[src/include/lbe_defines.svh]
`ifndef LBE_DEFINES_SVH
`define LBE_DEFINES_SVH

// register byte offsets
`define LBE_OFS_STATUS      8'h00
`define LBE_OFS_CHECK_OFF   8'h04
`define LBE_OFS_IRQ_ENABLE  8'h08
`define LBE_OFS_ATTR        8'h0C
`define LBE_OFS_ADDR        8'h10
`define LBE_OFS_CONFIG      8'h14

// event bit positions, shared by status, check-off and irq enable
`define LBE_EV_MONITOR      0
`define LBE_EV_NAND_TO      1
`define LBE_EV_ECC          2
`define LBE_EV_READONLY     5
`define LBE_EV_BANK_MISS    12
`define LBE_EV_DONE         31
`define LBE_EV_MASK         32'h8000_1027

// attribute fields
`define LBE_AT_DIR          3
`define LBE_AT_SRC_LO       11
`define LBE_AT_SRC_HI       15
`define LBE_AT_PB_LO        16
`define LBE_AT_PB_HI        19
`define LBE_AT_BANK_LO      20
`define LBE_AT_BANK_HI      23
`define LBE_AT_VALID        31

// config fields
`define LBE_CF_SCALE_LO     0
`define LBE_CF_SCALE_HI     3
`define LBE_CF_COUNT_LO     8
`define LBE_CF_COUNT_HI     15
`define LBE_CF_CWL_LO       16
`define LBE_CF_CWL_HI       19
`define LBE_CF_MASK         32'h000F_FF0F

// reset values
`define LBE_RST_WORD        32'h0000_0000

// timing counts
`define LBE_MON_ZERO_COUNT  9'h100
`define LBE_MON_SHIFT_BASE  5'h03
`define LBE_CMD_BASE_COUNT  9'h100

`endif

[src/include/lbe_pkg.sv]
package lbe_pkg;

  typedef logic [31:0] lbe_word_t;
  typedef logic [3:0]  lbe_bank_mask_t;
  typedef logic [4:0]  lbe_shift_t;

endpackage

[src/design/lbe_error_report.sv]
`timescale 1ns/1ns
`include "lbe_defines.svh"

//Behaviour
// RULE_01 - status is write-one-to-clear; writes never set; reads show status
// RULE_02 - after a report, status holds until capture-valid is cleared
// RULE_03 - bit 0 set when no beat acknowledged within count times prescale
// RULE_04 - bit 1 set when a command wait times out against its limit
// RULE_05 - bit 2 set on uncorrectable ECC; block and bank recorded
// RULE_06 - bit 5 set on read-only write; monitor time-out usually follows
// RULE_07 - bit 12 set when a transaction hits no bank
// RULE_08 - bit 31 set when a NAND operation completes
// RULE_09 - check-off bits 0,1,2,5,12,31 stop detection, apart from enables
// RULE_10 - monitor check off still lets the bus time out, nothing recorded
// RULE_11 - command check off still ends the wait, nothing recorded
// RULE_12 - enables gate status onto the interrupt; clearing status drops it
// RULE_13 - software clears pending status before setting interrupt enables
// RULE_14 - attribute bit 3 records direction: 0 write, 1 read
// RULE_15 - attribute bits 11-15 capture initiator code when supplied
// RULE_16 - bits 16-19 flag failing 512-byte block; small page keeps 17-19 zero
// RULE_17 - bits 20-23 flag the bank that had the error
// RULE_18 - while valid is set, status, attributes and address hold
// RULE_19 - address register holds the full 32-bit transaction address
// RULE_20 - captures during NAND special operations may be inaccurate
// RULE_21 - monitor period: count times power-of-two prescale; zero is maximum
// RULE_22 - interrupt is a level: OR of enabled status bits
// RULE_23 - event with valid clear sets status, captures, sets valid together
module lbe_error_report
  import lbe_pkg::*;
#(
  parameter int TW = 27
) (
  // clock and reset
  input  wire logic        pclk,
  input  wire logic        presetn,
  // apb slave
  input  wire logic        psel,
  input  wire logic        penable,
  input  wire logic        pwrite,
  input  wire logic [7:0]  paddr,
  input  wire logic [31:0] pwdata,
  output logic [31:0]      prdata,
  output logic             pready,
  output logic             pslverr,
  // transaction monitor
  input  wire logic        txn_start,
  input  wire logic        txn_ack,
  input  wire logic        txn_write,
  input  wire logic [31:0] txn_addr,
  input  wire logic        txn_src_valid,
  input  wire logic [4:0]  txn_src,
  input  wire logic [1:0]  txn_bank,
  input  wire logic        readonly_hit,
  input  wire logic        bank_miss,
  // nand machine
  input  wire logic        nand_wait_start,
  input  wire logic        nand_ready,
  input  wire logic        ecc_fail,
  input  wire logic [1:0]  ecc_block,
  input  wire logic        large_page,
  input  wire logic        nand_op_done,
  // results
  output logic             monitor_timeout,
  output logic             cmd_wait_timeout,
  output logic             irq
);

  lbe_word_t status_r;
  lbe_word_t check_off_r;
  lbe_word_t irq_en_r;
  lbe_word_t attr_r;
  lbe_word_t addr_r;
  lbe_word_t config_r;
  lbe_word_t prdata_r;
  logic      pready_r;
  logic      pslverr_r;
  logic      irq_r;

  // apb decode
  wire setup    = psel && !penable && !pready_r;
  wire wr_done  = psel && penable && pready_r && pwrite;
  wire hit_stat = paddr == `LBE_OFS_STATUS;
  wire hit_off  = paddr == `LBE_OFS_CHECK_OFF;
  wire hit_ien  = paddr == `LBE_OFS_IRQ_ENABLE;
  wire hit_attr = paddr == `LBE_OFS_ATTR;
  wire hit_addr = paddr == `LBE_OFS_ADDR;
  wire hit_cfg  = paddr == `LBE_OFS_CONFIG;
  wire mapped   = hit_stat | hit_off | hit_ien | hit_attr | hit_addr | hit_cfg;
  wire wr_stat  = wr_done && hit_stat;
  wire wr_off   = wr_done && hit_off;
  wire wr_ien   = wr_done && hit_ien;
  wire wr_attr  = wr_done && hit_attr;
  wire wr_cfg   = wr_done && hit_cfg;

  lbe_word_t rd_mux;
  assign rd_mux = hit_stat ? status_r :
                  hit_off  ? check_off_r :
                  hit_ien  ? irq_en_r :
                  hit_attr ? attr_r :
                  hit_addr ? addr_r :
                  hit_cfg  ? config_r : `LBE_RST_WORD;

  // monitor period from configuration
  wire [7:0] cfg_count = config_r[`LBE_CF_COUNT_HI:`LBE_CF_COUNT_LO];
  wire [3:0] cfg_scale = config_r[`LBE_CF_SCALE_HI:`LBE_CF_SCALE_LO];
  wire [3:0] cfg_cwl   = config_r[`LBE_CF_CWL_HI:`LBE_CF_CWL_LO];
  wire [8:0] mon_count = (cfg_count == 8'h00) ? `LBE_MON_ZERO_COUNT :
                         {1'b0, cfg_count}; // [RULE_21]
  lbe_shift_t mon_shift;
  assign mon_shift = `LBE_MON_SHIFT_BASE + {1'b0, cfg_scale}; // [RULE_21]
  wire [TW-1:0] mon_limit = {{(TW-9){1'b0}}, mon_count} << mon_shift;
  wire [TW-1:0] cmd_limit = {{(TW-9){1'b0}}, `LBE_CMD_BASE_COUNT}
                            << cfg_cwl;

  wire mon_expire;
  wire cmd_expire;

  // the bus time-out fires whatever the check-off says
  lbe_timeout_timer #(.TW(TW)) u_mon_timer ( // [RULE_03] [RULE_10]
    .pclk    (pclk),
    .presetn (presetn),
    .start   (txn_start),
    .stop    (txn_ack),
    .limit   (mon_limit),
    .expire  (mon_expire)
  );

  // the command wait ends on time-out even with its check off
  lbe_timeout_timer #(.TW(TW)) u_cmd_timer ( // [RULE_04] [RULE_11]
    .pclk    (pclk),
    .presetn (presetn),
    .start   (nand_wait_start),
    .stop    (nand_ready),
    .limit   (cmd_limit),
    .expire  (cmd_expire)
  );

  // raw events at their status positions
  lbe_word_t ev_raw;
  assign ev_raw = {nand_op_done, 18'h0, bank_miss, 6'h0, readonly_hit,
                   2'h0, ecc_fail, cmd_expire, mon_expire};
  // [RULE_03] [RULE_04] [RULE_05] [RULE_06] [RULE_07] [RULE_08]

  // detection gated only by check-off, never by irq enables
  lbe_word_t ev_live;
  assign ev_live = ev_raw & ~check_off_r & `LBE_EV_MASK; // [RULE_09]

  // clearing valid in the same cycle as an event lets the event in
  wire clr_valid = wr_attr && !pwdata[`LBE_AT_VALID];
  wire cap_en    = (ev_live != 32'h0) &&
                   (!attr_r[`LBE_AT_VALID] || clr_valid); // [RULE_02] [RULE_18]

  // attribute capture
  lbe_bank_mask_t bank_mask;
  lbe_bank_mask_t pb_mask;
  wire [1:0] blk = large_page ? ecc_block : 2'h0; // [RULE_16]
  assign bank_mask = 4'h1 << txn_bank; // [RULE_17]
  assign pb_mask   = ev_live[`LBE_EV_ECC] ? (4'h1 << blk) : 4'h0; // [RULE_16]
  wire [4:0] src_cap = txn_src_valid ? txn_src : 5'h00; // [RULE_15]

  lbe_word_t attr_cap;
  assign attr_cap = {1'b1, 7'h0, bank_mask, pb_mask, src_cap, 7'h0,
                     !txn_write, 3'h0}; // [RULE_14] [RULE_23]

  lbe_word_t status_nxt;
  lbe_word_t attr_nxt;
  lbe_word_t addr_nxt;
  assign status_nxt = (status_r & ~(wr_stat ? pwdata : 32'h0)) |
                      (cap_en ? ev_live : 32'h0); // [RULE_01] [RULE_23]
  assign attr_nxt = cap_en    ? attr_cap :
                    clr_valid ? {1'b0, attr_r[30:0]} : attr_r; // [RULE_18]
  // captured as-is even during special nand operations
  assign addr_nxt = cap_en ? txn_addr : addr_r; // [RULE_19] [RULE_20]

  wire irq_nxt = |(status_r & irq_en_r); // [RULE_12] [RULE_22]

  always_ff @(posedge pclk or negedge presetn) begin
    if (!presetn) begin
      status_r <= `LBE_RST_WORD;
      attr_r   <= `LBE_RST_WORD;
      addr_r   <= `LBE_RST_WORD;
      irq_r    <= 1'b0;
    end else begin
      status_r <= status_nxt;
      attr_r   <= attr_nxt;
      addr_r   <= addr_nxt;
      irq_r    <= irq_nxt;
    end
  end

  always_ff @(posedge pclk or negedge presetn) begin
    if (!presetn) begin
      check_off_r <= `LBE_RST_WORD;
      irq_en_r    <= `LBE_RST_WORD;
      config_r    <= `LBE_RST_WORD;
    end else begin
      if (wr_off) begin
        check_off_r <= pwdata & `LBE_EV_MASK; // [RULE_09]
      end
      if (wr_ien) begin
        irq_en_r <= pwdata & `LBE_EV_MASK;
      end
      if (wr_cfg) begin
        config_r <= pwdata & `LBE_CF_MASK;
      end
    end
  end

  // no wait states: pready rises in the cycle after setup
  always_ff @(posedge pclk or negedge presetn) begin
    if (!presetn) begin
      pready_r  <= 1'b0;
      pslverr_r <= 1'b0;
      prdata_r  <= `LBE_RST_WORD;
    end else begin
      pready_r  <= setup;
      pslverr_r <= setup && !mapped;
      prdata_r  <= setup ? rd_mux : `LBE_RST_WORD;
    end
  end

  assign prdata           = prdata_r;
  assign pready           = pready_r;
  assign pslverr          = pslverr_r;
  assign irq              = irq_r;
  assign monitor_timeout  = mon_expire;
  assign cmd_wait_timeout = cmd_expire;
endmodule // lbe_error_report

[src/design/lbe_timeout_timer.sv]
`timescale 1ns/1ns
`include "lbe_defines.svh"

module lbe_timeout_timer
  import lbe_pkg::*;
#(
  parameter int TW = 27
) (
  // clock and reset
  input  wire logic          pclk,
  input  wire logic          presetn,
  // control
  input  wire logic          start,
  input  wire logic          stop,
  input  wire logic [TW-1:0] limit,
  // result
  output logic               expire
);

  logic [TW-1:0] cnt_r;
  logic          run_r;
  logic          expire_r;
  wire           hit = run_r && !start && !stop && (cnt_r >= limit);

  // a new start restarts the count, so a stale wait never fires
  always_ff @(posedge pclk or negedge presetn) begin
    if (!presetn) begin
      cnt_r <= '0;
      run_r <= 1'b0;
    end else if (start) begin
      cnt_r <= TW'(1);
      run_r <= 1'b1;
    end else if (stop || hit) begin
      run_r <= 1'b0;
    end else if (run_r) begin
      cnt_r <= cnt_r + TW'(1);
    end
  end

  always_ff @(posedge pclk or negedge presetn) begin
    if (!presetn) begin
      expire_r <= 1'b0;
    end else begin
      expire_r <= hit;
    end
  end

  assign expire = expire_r;

endmodule // lbe_timeout_timer

[config.mk]
export PLATFORM = sky130hd
export DESIGN_NAME = lbe_error_report
export DESIGN_NICKNAME = d
export VERILOG_FILES = /design/src/include/lbe_pkg.sv /design/src/design/lbe_error_report.sv /design/src/design/lbe_timeout_timer.sv
export VERILOG_INCLUDE_DIRS = /design/src /design/src/include
export SDC_FILE = /design/constraint.sdc
export NUM_CORES = 1
export LEC_CHECK = 0
export ABC_AREA = 1
export BUFFER_PORTS_ARGS = -buffer_cell sky130_fd_sc_hd__buf_2
export CORE_UTILIZATION = 35
export CTS_BUF_LIST = sky130_fd_sc_hd__clkbuf_4 sky130_fd_sc_hd__clkbuf_8 sky130_fd_sc_hd__clkbuf_16
export CTS_CLUSTER_DIAMETER = 200
export CTS_CLUSTER_SIZE = 8
export DETAILED_ROUTE_END_ITERATION = 10
export PLACE_DENSITY = 0.6
export SLEW_MARGIN = 5
export SYNTH_ARGS = -nofsm -noshare
export SYNTH_HDL_FRONTEND = slang
export SYNTH_SLANG_ARGS = --single-unit
[constraint.sdc]
create_clock -name pclk -period 4.4 [get_ports pclk]
set_input_delay 1.32 -clock pclk [delete_from_list [all_inputs] [get_ports pclk]]
set_output_delay 1.32 -clock pclk [all_outputs]
set_load 0.01 [all_outputs]
==> qor.tcl, run 1 <==
set qor(status) {completed}
set qor(post_synth_most_frequent_cells) {sky130_fd_sc_hd__nand2_1 (519), sky130_fd_sc_hd__dfrtp_1 (200), sky130_fd_sc_hd__inv_1 (148)}
set qor(setup_repair_after_global_routing_missed_its_margin) {false}
set qor(holdBufCountCts) 0
set qor(num_vias) 10669
set qor(chipHeight_um) 185
set qor(setup.worst_path.class) {flip-flop to flip-flop}
set qor(total_iterations_of_the_first_detailed_routing_run) 5
set qor(synth_top_area_cell) {sky130_fd_sc_hd__dfrtp_1}
set qor(p_per_area_nw_per_um2) 283
set qor(die_x_um) 185
set qor(layout_min_cycle_time_ps) 3910
set qor(worstSetupPathDepth) 19
set qor(clk_transition_reported_paths_ps) 90
set qor(timing.critical_path.fanout_max) 28
set qor(timing.hold.worst_path_depth) 2
set qor(floorplan.rows) 66
set qor(arrival_time_at_the_worst_endpoint_ps) 4290
set qor(max_stage_delay_ps) 510
set qor(synth.distinct_cells) 46
set qor(finish_stage_setup_viols) 0
set qor(avg_cell_area_syn_um2) 7.37
set qor(r2r-start) {config_r[1]}
set qor(post-route-drc-count) 0
set qor(core_area_um2) 32600
set qor(netlist_instances) 1581
set qor(critical_path.startpoint) {config_r[1]}
set qor(detail_route.wirelength_mm) 33.4
set qor(cpLargestDelayFamily) {simple AND/OR/NAND/NOR gates}
set qor(asyncSetResetFlopFracSynth) 1.00
set qor(synth.ff_latch_count) 200
set qor(synth-seq-area-share) 0.429
set qor(dpl_worst_slack_ps) 496
set qor(number_of_standard_cells_in_the_final_layout_excluding_fillers) 2142
set qor(gp_routability_congestion) 0.946
set qor(synth.most_common_cell) {sky130_fd_sc_hd__nand2_1}
set qor(crit_path_start_kind) {flip-flop}
set qor(max_slew_margin) 0.326
set qor(number_of_max_cap_violations) 0
set qor(vdd_ir_drop_max_v) 0.000267
set qor(cts.sink_count) 200
set qor(path_cells) {inv_1 > ha_1 > clkinv_1 > mux2i_1 > nand2_1 > o21ai_0 > or2_2 > ha_1 > nand2_1 > nand2_1 > nand2_1 > nand2_1 > nand2_1 > nand3_1 > nand2_1 > nand4_4 > nand2_2 > nand2_1 > nand2_1}
set qor(post_synth_instance_area_um2) 11700
set qor(critPathRequiredTime_ps) 4780
set qor(drt-initial-drc-count) 640
set qor(power.total_uw) 3790
set qor(cp_slowest_cell) {sky130_fd_sc_hd__nand2_2}
set qor(timing_worst_slew_pin_value_ps) 1010
set qor(nNetsFinal) 1829
set qor(start_util) 0.357
set qor(synthTopCellsByArea) {sky130_fd_sc_hd__dfrtp_1 (43%), sky130_fd_sc_hd__nand2_1 (17%), sky130_fd_sc_hd__nand3_1 (5.7%), sky130_fd_sc_hd__ha_1 (5.0%), sky130_fd_sc_hd__inv_1 (4.8%)}
set qor(detailedPlacementHpwl_mm) 24.3
set qor(final_max_slew_viol_count) 0
set qor(clk_latency_ps) 460
set qor(final.setup_skew_ps) 17.0
set qor(power_leakage_uw) 0.00683
set qor(globalRouteOverflowTotal) 0
set qor(timing.hold.worst.class) {flip-flop to flip-flop}
set qor(min_from) {status_r[21]}
set qor(dominantRegCellSynth) {sky130_fd_sc_hd__dfrtp_1}
set qor(net_count_synth) 1725
set qor(tns_ps) 0
set qor(critical_path.n_buffers_inverters) 2
set qor(dpl.cell_count) 2108
set qor(timing_hold_violations_final) 0
set qor(num_io_pins) 134
set qor(pin_count_of_the_biggest_net_entering_global_routing) 75
set qor(final.period_utilization) 0.888
set qor(routed_via_density) 4.98
set qor(drt-wirelength-per-cell_um) 15.6
set qor(place.port_buffers) 133
set qor(fp.dieArea_um2) 34000
set qor(final_core_util) 0.410
set qor(yosys_warnings) 0
set qor(syn_to_final_growth_pct) 14.6
set qor(tritoncts) {built}
set qor(post_cts_resize_count) 0
set qor(grt_antenna_before_repair) 2
set qor(fraction_of_final_layout_cells_with_drive_strength_greater_than_1) 0.126
set qor(cts_htree_levels) 4
set qor(synthDominantCellAreaShare) 0.429
set qor(cts.root.buffer_cell) {sky130_fd_sc_hd__clkbuf_16}
set qor(via_count_of_the_first_global_routing_pass) 10058
set qor(timing.critical_path.to_type) {flip-flop}
set qor(fmax_ghz) 0.256
set qor(reg2reg_depth) 19
set qor(ant_nets) 0
set qor(cts_setup_buffers) 0
set qor(grt_usage) 0.201
set qor(postLayoutSetupSlackWorst_ps) 492
set qor(grt_first_pass_wirelength_mm) 53.6
set qor(synth_edf_count) 0
set qor(critical-path-top-cell-by-count) {sky130_fd_sc_hd__nand2_1}
set qor(number_of_buffers_on_the_longest_clock_path) 2
set qor(cts-buffers-inserted) 17
## tightest hold or removal path, stage by stage, from the launching register on
cell and delay [ps]:
sky130_fd_sc_hd__dfrtp_1 350, sky130_fd_sc_hd__nand2_1 50, sky130_fd_sc_hd__inv_1 40
## final timing paths
check	end	slack (ps)
max in group asynchronous	u_mon_timer.cnt_r[9]	2560
max reg2reg	u_mon_timer.cnt_r[22]	490
max	u_mon_timer.cnt_r[22]	490
min	status_r[21]	470
min in group asynchronous	u_mon_timer.cnt_r[5]	880
min reg2reg	status_r[21]	470
## cell usage in the layout, fill, tap and decap left out, drive strengths merged
cell type | netlist | routed
nand2 | 526 | 526
dfrtp | 200 | 200
inv | 154 | 160
buf | 25 | 148
nor2 | 146 | 146
nand3 | 133 | 133
o21ai | 98 | 98
a21oi | 52 | 52
nand4 | 49 | 49
ha | 47 | 47
xor2 | 32 | 32
clkbuf | 39 | 19
nor3 | 16 | 16
xnor2 | 13 | 13
clkinv | 6 | 13
o211ai | 10 | 10
o31ai | 6 | 6
nand3b | 5 | 5
or2 | 4 | 4
a22oi | 3 | 3
o22ai | 3 | 3
a21o | 3 | 3
diode | 0 | 2
a31oi | 2 | 2
nor4 | 2 | 2
mux2i | 1 | 1
and3b | 1 | 1
o21bai | 1 | 1
a22o | 1 | 1
a221oi | 1 | 1
a41oi | 1 | 1
and2 | 1 | 1
clkinvlp | 0 | 1
## logic make-up (layout without fill, tap and decap cells)
logic type | after synthesis | in the layout | share of synthesized area
buf+inv | 224 | 341 | 0.0764
fa+ha+maj | 47 | 47 | 0.0504
simple gates | 883 | 883 | 0.323
compound gates | 181 | 181 | 0.0854
flops | 200 | 200 | 0.429
mux | 1 | 1 | 0.000859
xor+xnor | 45 | 45 | 0.0345
other cells | 0 | 2 | 0
## where the power goes
part	total [µW]	switching [µW]	internal, µW
combinational	263	180	83.2
clock	1620	838	781
sequential	1900	32.1	1870
## through the flow
| step | hold WS (ps) | area (µm²) |
|---|---|---|
| floorplan | 436 | 11700 |
| detailed placement | 453 | 12700 |
| global placement | 450 | 12700 |
| CTS | 476 | 13400 |
| global route | 494 | 13400 |
| finish | 469 | 13400 |
## area by class of cell
| cell class | instances | area (µm²) |
|---|---|---|
| multi-input combinational | 1157 | 5770 |
| fill | 3380 | 19300 |
| tap | 442 | 553 |
| clock buffer | 18 | 433 |
| sequential | 200 | 5000 |
| timing repair buffer | 149 | 820 |
| clock inverter | 14 | 176 |
| antenna | 2 | 5.00 |
| inverter | 160 | 601 |
## routing by layer
metal  share of wire  GRT usage  routed length, µm
met1            0.47      0.274              15800
met2            0.47      0.328              15700
met3           0.039     0.0302               1290
met4           0.020     0.0630                652
met5               0          0                  0
## flip-flops by register name, summed over array words and instances (netlist names), 6 cells and up
signal             flops
addr_r                32
attr_r                15
check_off_r            6
config_r              16
irq_en_r               6
prdata                32
status_r              32
u_cmd_timer.cnt_r     27
u_mon_timer.cnt_r     27
No activity file was read; power rests on OpenSTA's default activity.
==> run 2, diff against run 1 <==
- ABC_AREA: 1 -> not set
- CELL_PAD_IN_SITES_DETAIL_PLACEMENT: not set -> 1
- CELL_PAD_IN_SITES_GLOBAL_PLACEMENT: not set -> 2
- PLACE_DENSITY: 0.6 -> 0.85
==> qor.tcl, run 2 <==
set qor(critPathRequiredTime_ps) 4770
set qor(timing_hold_violations_final) 0
set qor(clk_transition_reported_paths_ps) 80
set qor(num_vias) 9258
set qor(pwr-share-seq) 0.491
set qor(critical_path.n_buffers_inverters) 4
set qor(number_of_standard_cells_in_the_final_layout_excluding_fillers) 1645
set qor(p_per_area_nw_per_um2) 308
set qor(leading_cell_type_in_the_layout_fill_and_taps_excluded) {sky130_fd_sc_hd__nand2_1}
set qor(nNetsFinal) 1386
set qor(vdd_ir_drop_max_v) 0.000284
set qor(final_max_slew_viol_count) 0
set qor(avg_cell_area_syn_um2) 9.52
set qor(synth-seq-area-share) 0.468
set qor(layout.cells.most_common_list) {sky130_fd_sc_hd__nand2_1 (215), sky130_fd_sc_hd__dfrtp_1 (200), sky130_fd_sc_hd__buf_2 (132), sky130_fd_sc_hd__a21oi_1 (60), sky130_fd_sc_hd__nor2_1 (57)}
set qor(num_io_pins) 134
set qor(core_area_um2) 29900
set qor(cts_htree_levels) 4
set qor(pin_count_of_the_biggest_net_entering_global_routing) 81
set qor(fp.dieArea_um2) 31300
set qor(drt-initial-drc-count) 614
set qor(layout_min_cycle_time_ps) 4160
set qor(tritoncts) {built}
set qor(chipHeight_um) 177
set qor(antennaDiodeCount) 0
set qor(globalRouteOverflowTotal) 0
set qor(fraction_of_final_layout_cells_with_drive_strength_greater_than_1) 0.222
set qor(net_count_synth) 1267
set qor(status) {completed}
set qor(cp_slowest_cell) {sky130_fd_sc_hd__or4_1}
set qor(share_of_power_burned_in_the_clock_network) 0.443
set qor(drt-wirelength-per-cell_um) 20.0
set qor(place.port_buffers) 133
set qor(grtUsageMet1) 0.297
set qor(cts.sink_count) 200
set qor(synth_top_area_cell) {sky130_fd_sc_hd__dfrtp_1}
set qor(fmax_ghz) 0.240
set qor(syn_to_final_growth_pct) 17.8
set qor(cpLargestDelayFamily) {compound AO/OA/AOI/OAI gates}
set qor(post_synth_instance_area_um2) 10700
set qor(timing.critical_path.to_type) {flip-flop}
set qor(via_count_of_the_first_global_routing_pass) 9509
set qor(timing.critical_path.fanout_max) 21
set qor(routed_via_density) 5.63
set qor(synth.most_common_cell) {sky130_fd_sc_hd__nand2_1}
set qor(tns_ps) 0
set qor(dpl.cell_count) 1613
set qor(timing_worst_slew_pin_value_ps) 1090
set qor(setup_repair_after_global_routing_missed_its_margin) {false}
set qor(met2_usage) 0.358
set qor(grt_use_met3) 0.0281
set qor(synthTopCellsByArea) {sky130_fd_sc_hd__dfrtp_1 (47%), sky130_fd_sc_hd__nand2_1 (7.5%), sky130_fd_sc_hd__ha_1 (5.5%), sky130_fd_sc_hd__mux2_2 (5.5%), sky130_fd_sc_hd__a21oi_1 (2.9%)}
set qor(p_comb_frac) 0.066
set qor(total_iterations_of_the_first_detailed_routing_run) 5
set qor(synth.distinct_cells) 61
set qor(final.setup_skew_ps) 15.9
set qor(yosys_warnings) 0
set qor(max_slew_margin) 0.273
set qor(grt_antenna_before_repair) 1
set qor(detailedPlacementHpwl_mm) 23.7
set qor(grt_first_pass_wirelength_mm) 53.1
set qor(p_switching_uw) 1070
set qor(grt-busiest-layer) {met2}
set qor(cts.root.buffer_cell) {sky130_fd_sc_hd__clkbuf_16}
set qor(start_util) 0.358
set qor(setup.worst_path.class) {flip-flop to flip-flop}
set qor(asyncSetResetFlopFracSynth) 1.00
set qor(die_x_um) 177
set qor(gp_routability_congestion) 0.900
set qor(finish_stage_setup_viols) 0
set qor(max_stage_delay_ps) 470
set qor(post-route-drc-count) 0
set qor(timing.hold.worst.class) {flip-flop to flip-flop}
set qor(netSwitchingFraction) 0.276
set qor(synth_edf_count) 0
set qor(number_of_max_cap_violations) 0
set qor(synth.ff_latch_count) 200
set qor(final.period_utilization) 0.946
set qor(crit_path_start_kind) {flip-flop}
set qor(internal-power_uw) 2810
set qor(path_cells) {inv_1 > ha_1 > xor2_1 > buf_4 > mux2_2 > a22o_1 > nand2_1 > ha_1 > a21oi_1 > o21ai_0 > a221oi_1 > buf_4 > o21ai_4 > buf_4 > or4_1 > a21oi_1}
set qor(cts-buffers-inserted) 17
set qor(grt_usage) 0.217
set qor(ant_nets) 0
set qor(power_leakage_uw) 0.00581
set qor(critical-path-top-cell-by-count) {sky130_fd_sc_hd__buf_4}
set qor(dominantRegCellSynth) {sky130_fd_sc_hd__dfrtp_1}
set qor(post_synth_most_frequent_cells) {sky130_fd_sc_hd__nand2_1 (215), sky130_fd_sc_hd__dfrtp_1 (200), sky130_fd_sc_hd__a21oi_1 (62)}
set qor(netlist_instances) 1123
set qor(clk_latency_ps) 460
set qor(arrival_time_at_the_worst_endpoint_ps) 4530
set qor(synthDominantCellAreaShare) 0.468
set qor(floorplan.rows) 63
set qor(number_of_buffers_on_the_longest_clock_path) 2
set qor(detail_route.wirelength_mm) 33.0
[run 2: worst register-to-register path, stage by stage, from the launching register on]
cell and delay [ps]:
sky130_fd_sc_hd__dfrtp_1 380, sky130_fd_sc_hd__inv_1 120, sky130_fd_sc_hd__ha_1 250, sky130_fd_sc_hd__xor2_1 170
sky130_fd_sc_hd__buf_4 220, sky130_fd_sc_hd__mux2_2 380, sky130_fd_sc_hd__a22o_1 240, sky130_fd_sc_hd__nand2_1 70
sky130_fd_sc_hd__ha_1 260, sky130_fd_sc_hd__a21oi_1 180, sky130_fd_sc_hd__o21ai_0 150, sky130_fd_sc_hd__a221oi_1 360
sky130_fd_sc_hd__buf_4 220, sky130_fd_sc_hd__o21ai_4 160, sky130_fd_sc_hd__buf_4 280, sky130_fd_sc_hd__or4_1 480
sky130_fd_sc_hd__a21oi_1 170
[run 2: layer usage]
layer / vias up / routed length [µm]
met2: 187 / 16100
li1: 4333 / -
met3: 37 / 1070
met1: 4701 / 15300
met5: - / 0
met4: 0 / 529
[run 2: area by class of cell]
| cell class | count | area (µm²) |
|---|---|---|
| Clock buffer | 17 | 425 |
| Clock inverter | 15 | 210 |
| Fill cell | 3420 | 17300 |
| Inverter | 16 | 60.1 |
| Multi-Input combinational cell | 840 | 5440 |
| Sequential cell | 200 | 5000 |
| Tap cell | 390 | 488 |
| Timing Repair Buffer | 167 | 967 |
[run 2: stage by stage]
stage	utilization	setup slack (ps)	hold slack, ps	area [µm²]	power, µW
after floorplan	-	81.2	439	10700	2050
after global placement	0.399	146	458	11900	2190
after detailed placement	0.399	67.5	459	11900	2200
after CTS	0.421	24.1	479	12600	3920
after global routing	0.422	0.281	504	12600	4020
final	0.422	238	475	12600	3880
[run 2: timing repair]
action                                 in CTS  in global routing
setup buffers                               0                  0
hold buffers                                0                  0
gates resized for setup                     0                  8
endpoints found under the hold margin       0                  0
setup endpoints to repair                   0                 29
[run 2: path summary, 6_finish.rpt]
kind | start | end | slack, ps | depth (start not counted)
worst max-delay path | config_r[0] | u_mon_timer.cnt_r[17] | 240 | 16
worst min-delay path | attr_r[22] | attr_r[22] | 470 | 2
worst max register to register | config_r[0] | u_mon_timer.cnt_r[17] | 240 | 16
worst min register to register | attr_r[22] | attr_r[22] | 470 | 2
max in group asynchronous | presetn | addr_r[20] | 2660 | 2
min in group asynchronous | presetn | addr_r[5] | 910 | 1
[run 2: power groups by stage]
stage	sequential (µW)	clock [µW]	combinational (µW)
finish	1910	1720	255
global route	1910	1820	288
CTS	1910	1760	259
detailed placement	1940	0	257
global placement	1940	0	250
floorplan	1930	0	115
[run 2: cells by family after synthesis]
family,synth area share
compound gates,0.164
xor+xnor,0.00328
fa+ha+maj,0.0550
buf+inv,0.0295
flops,0.468
mux,0.0688
simple gates,0.211
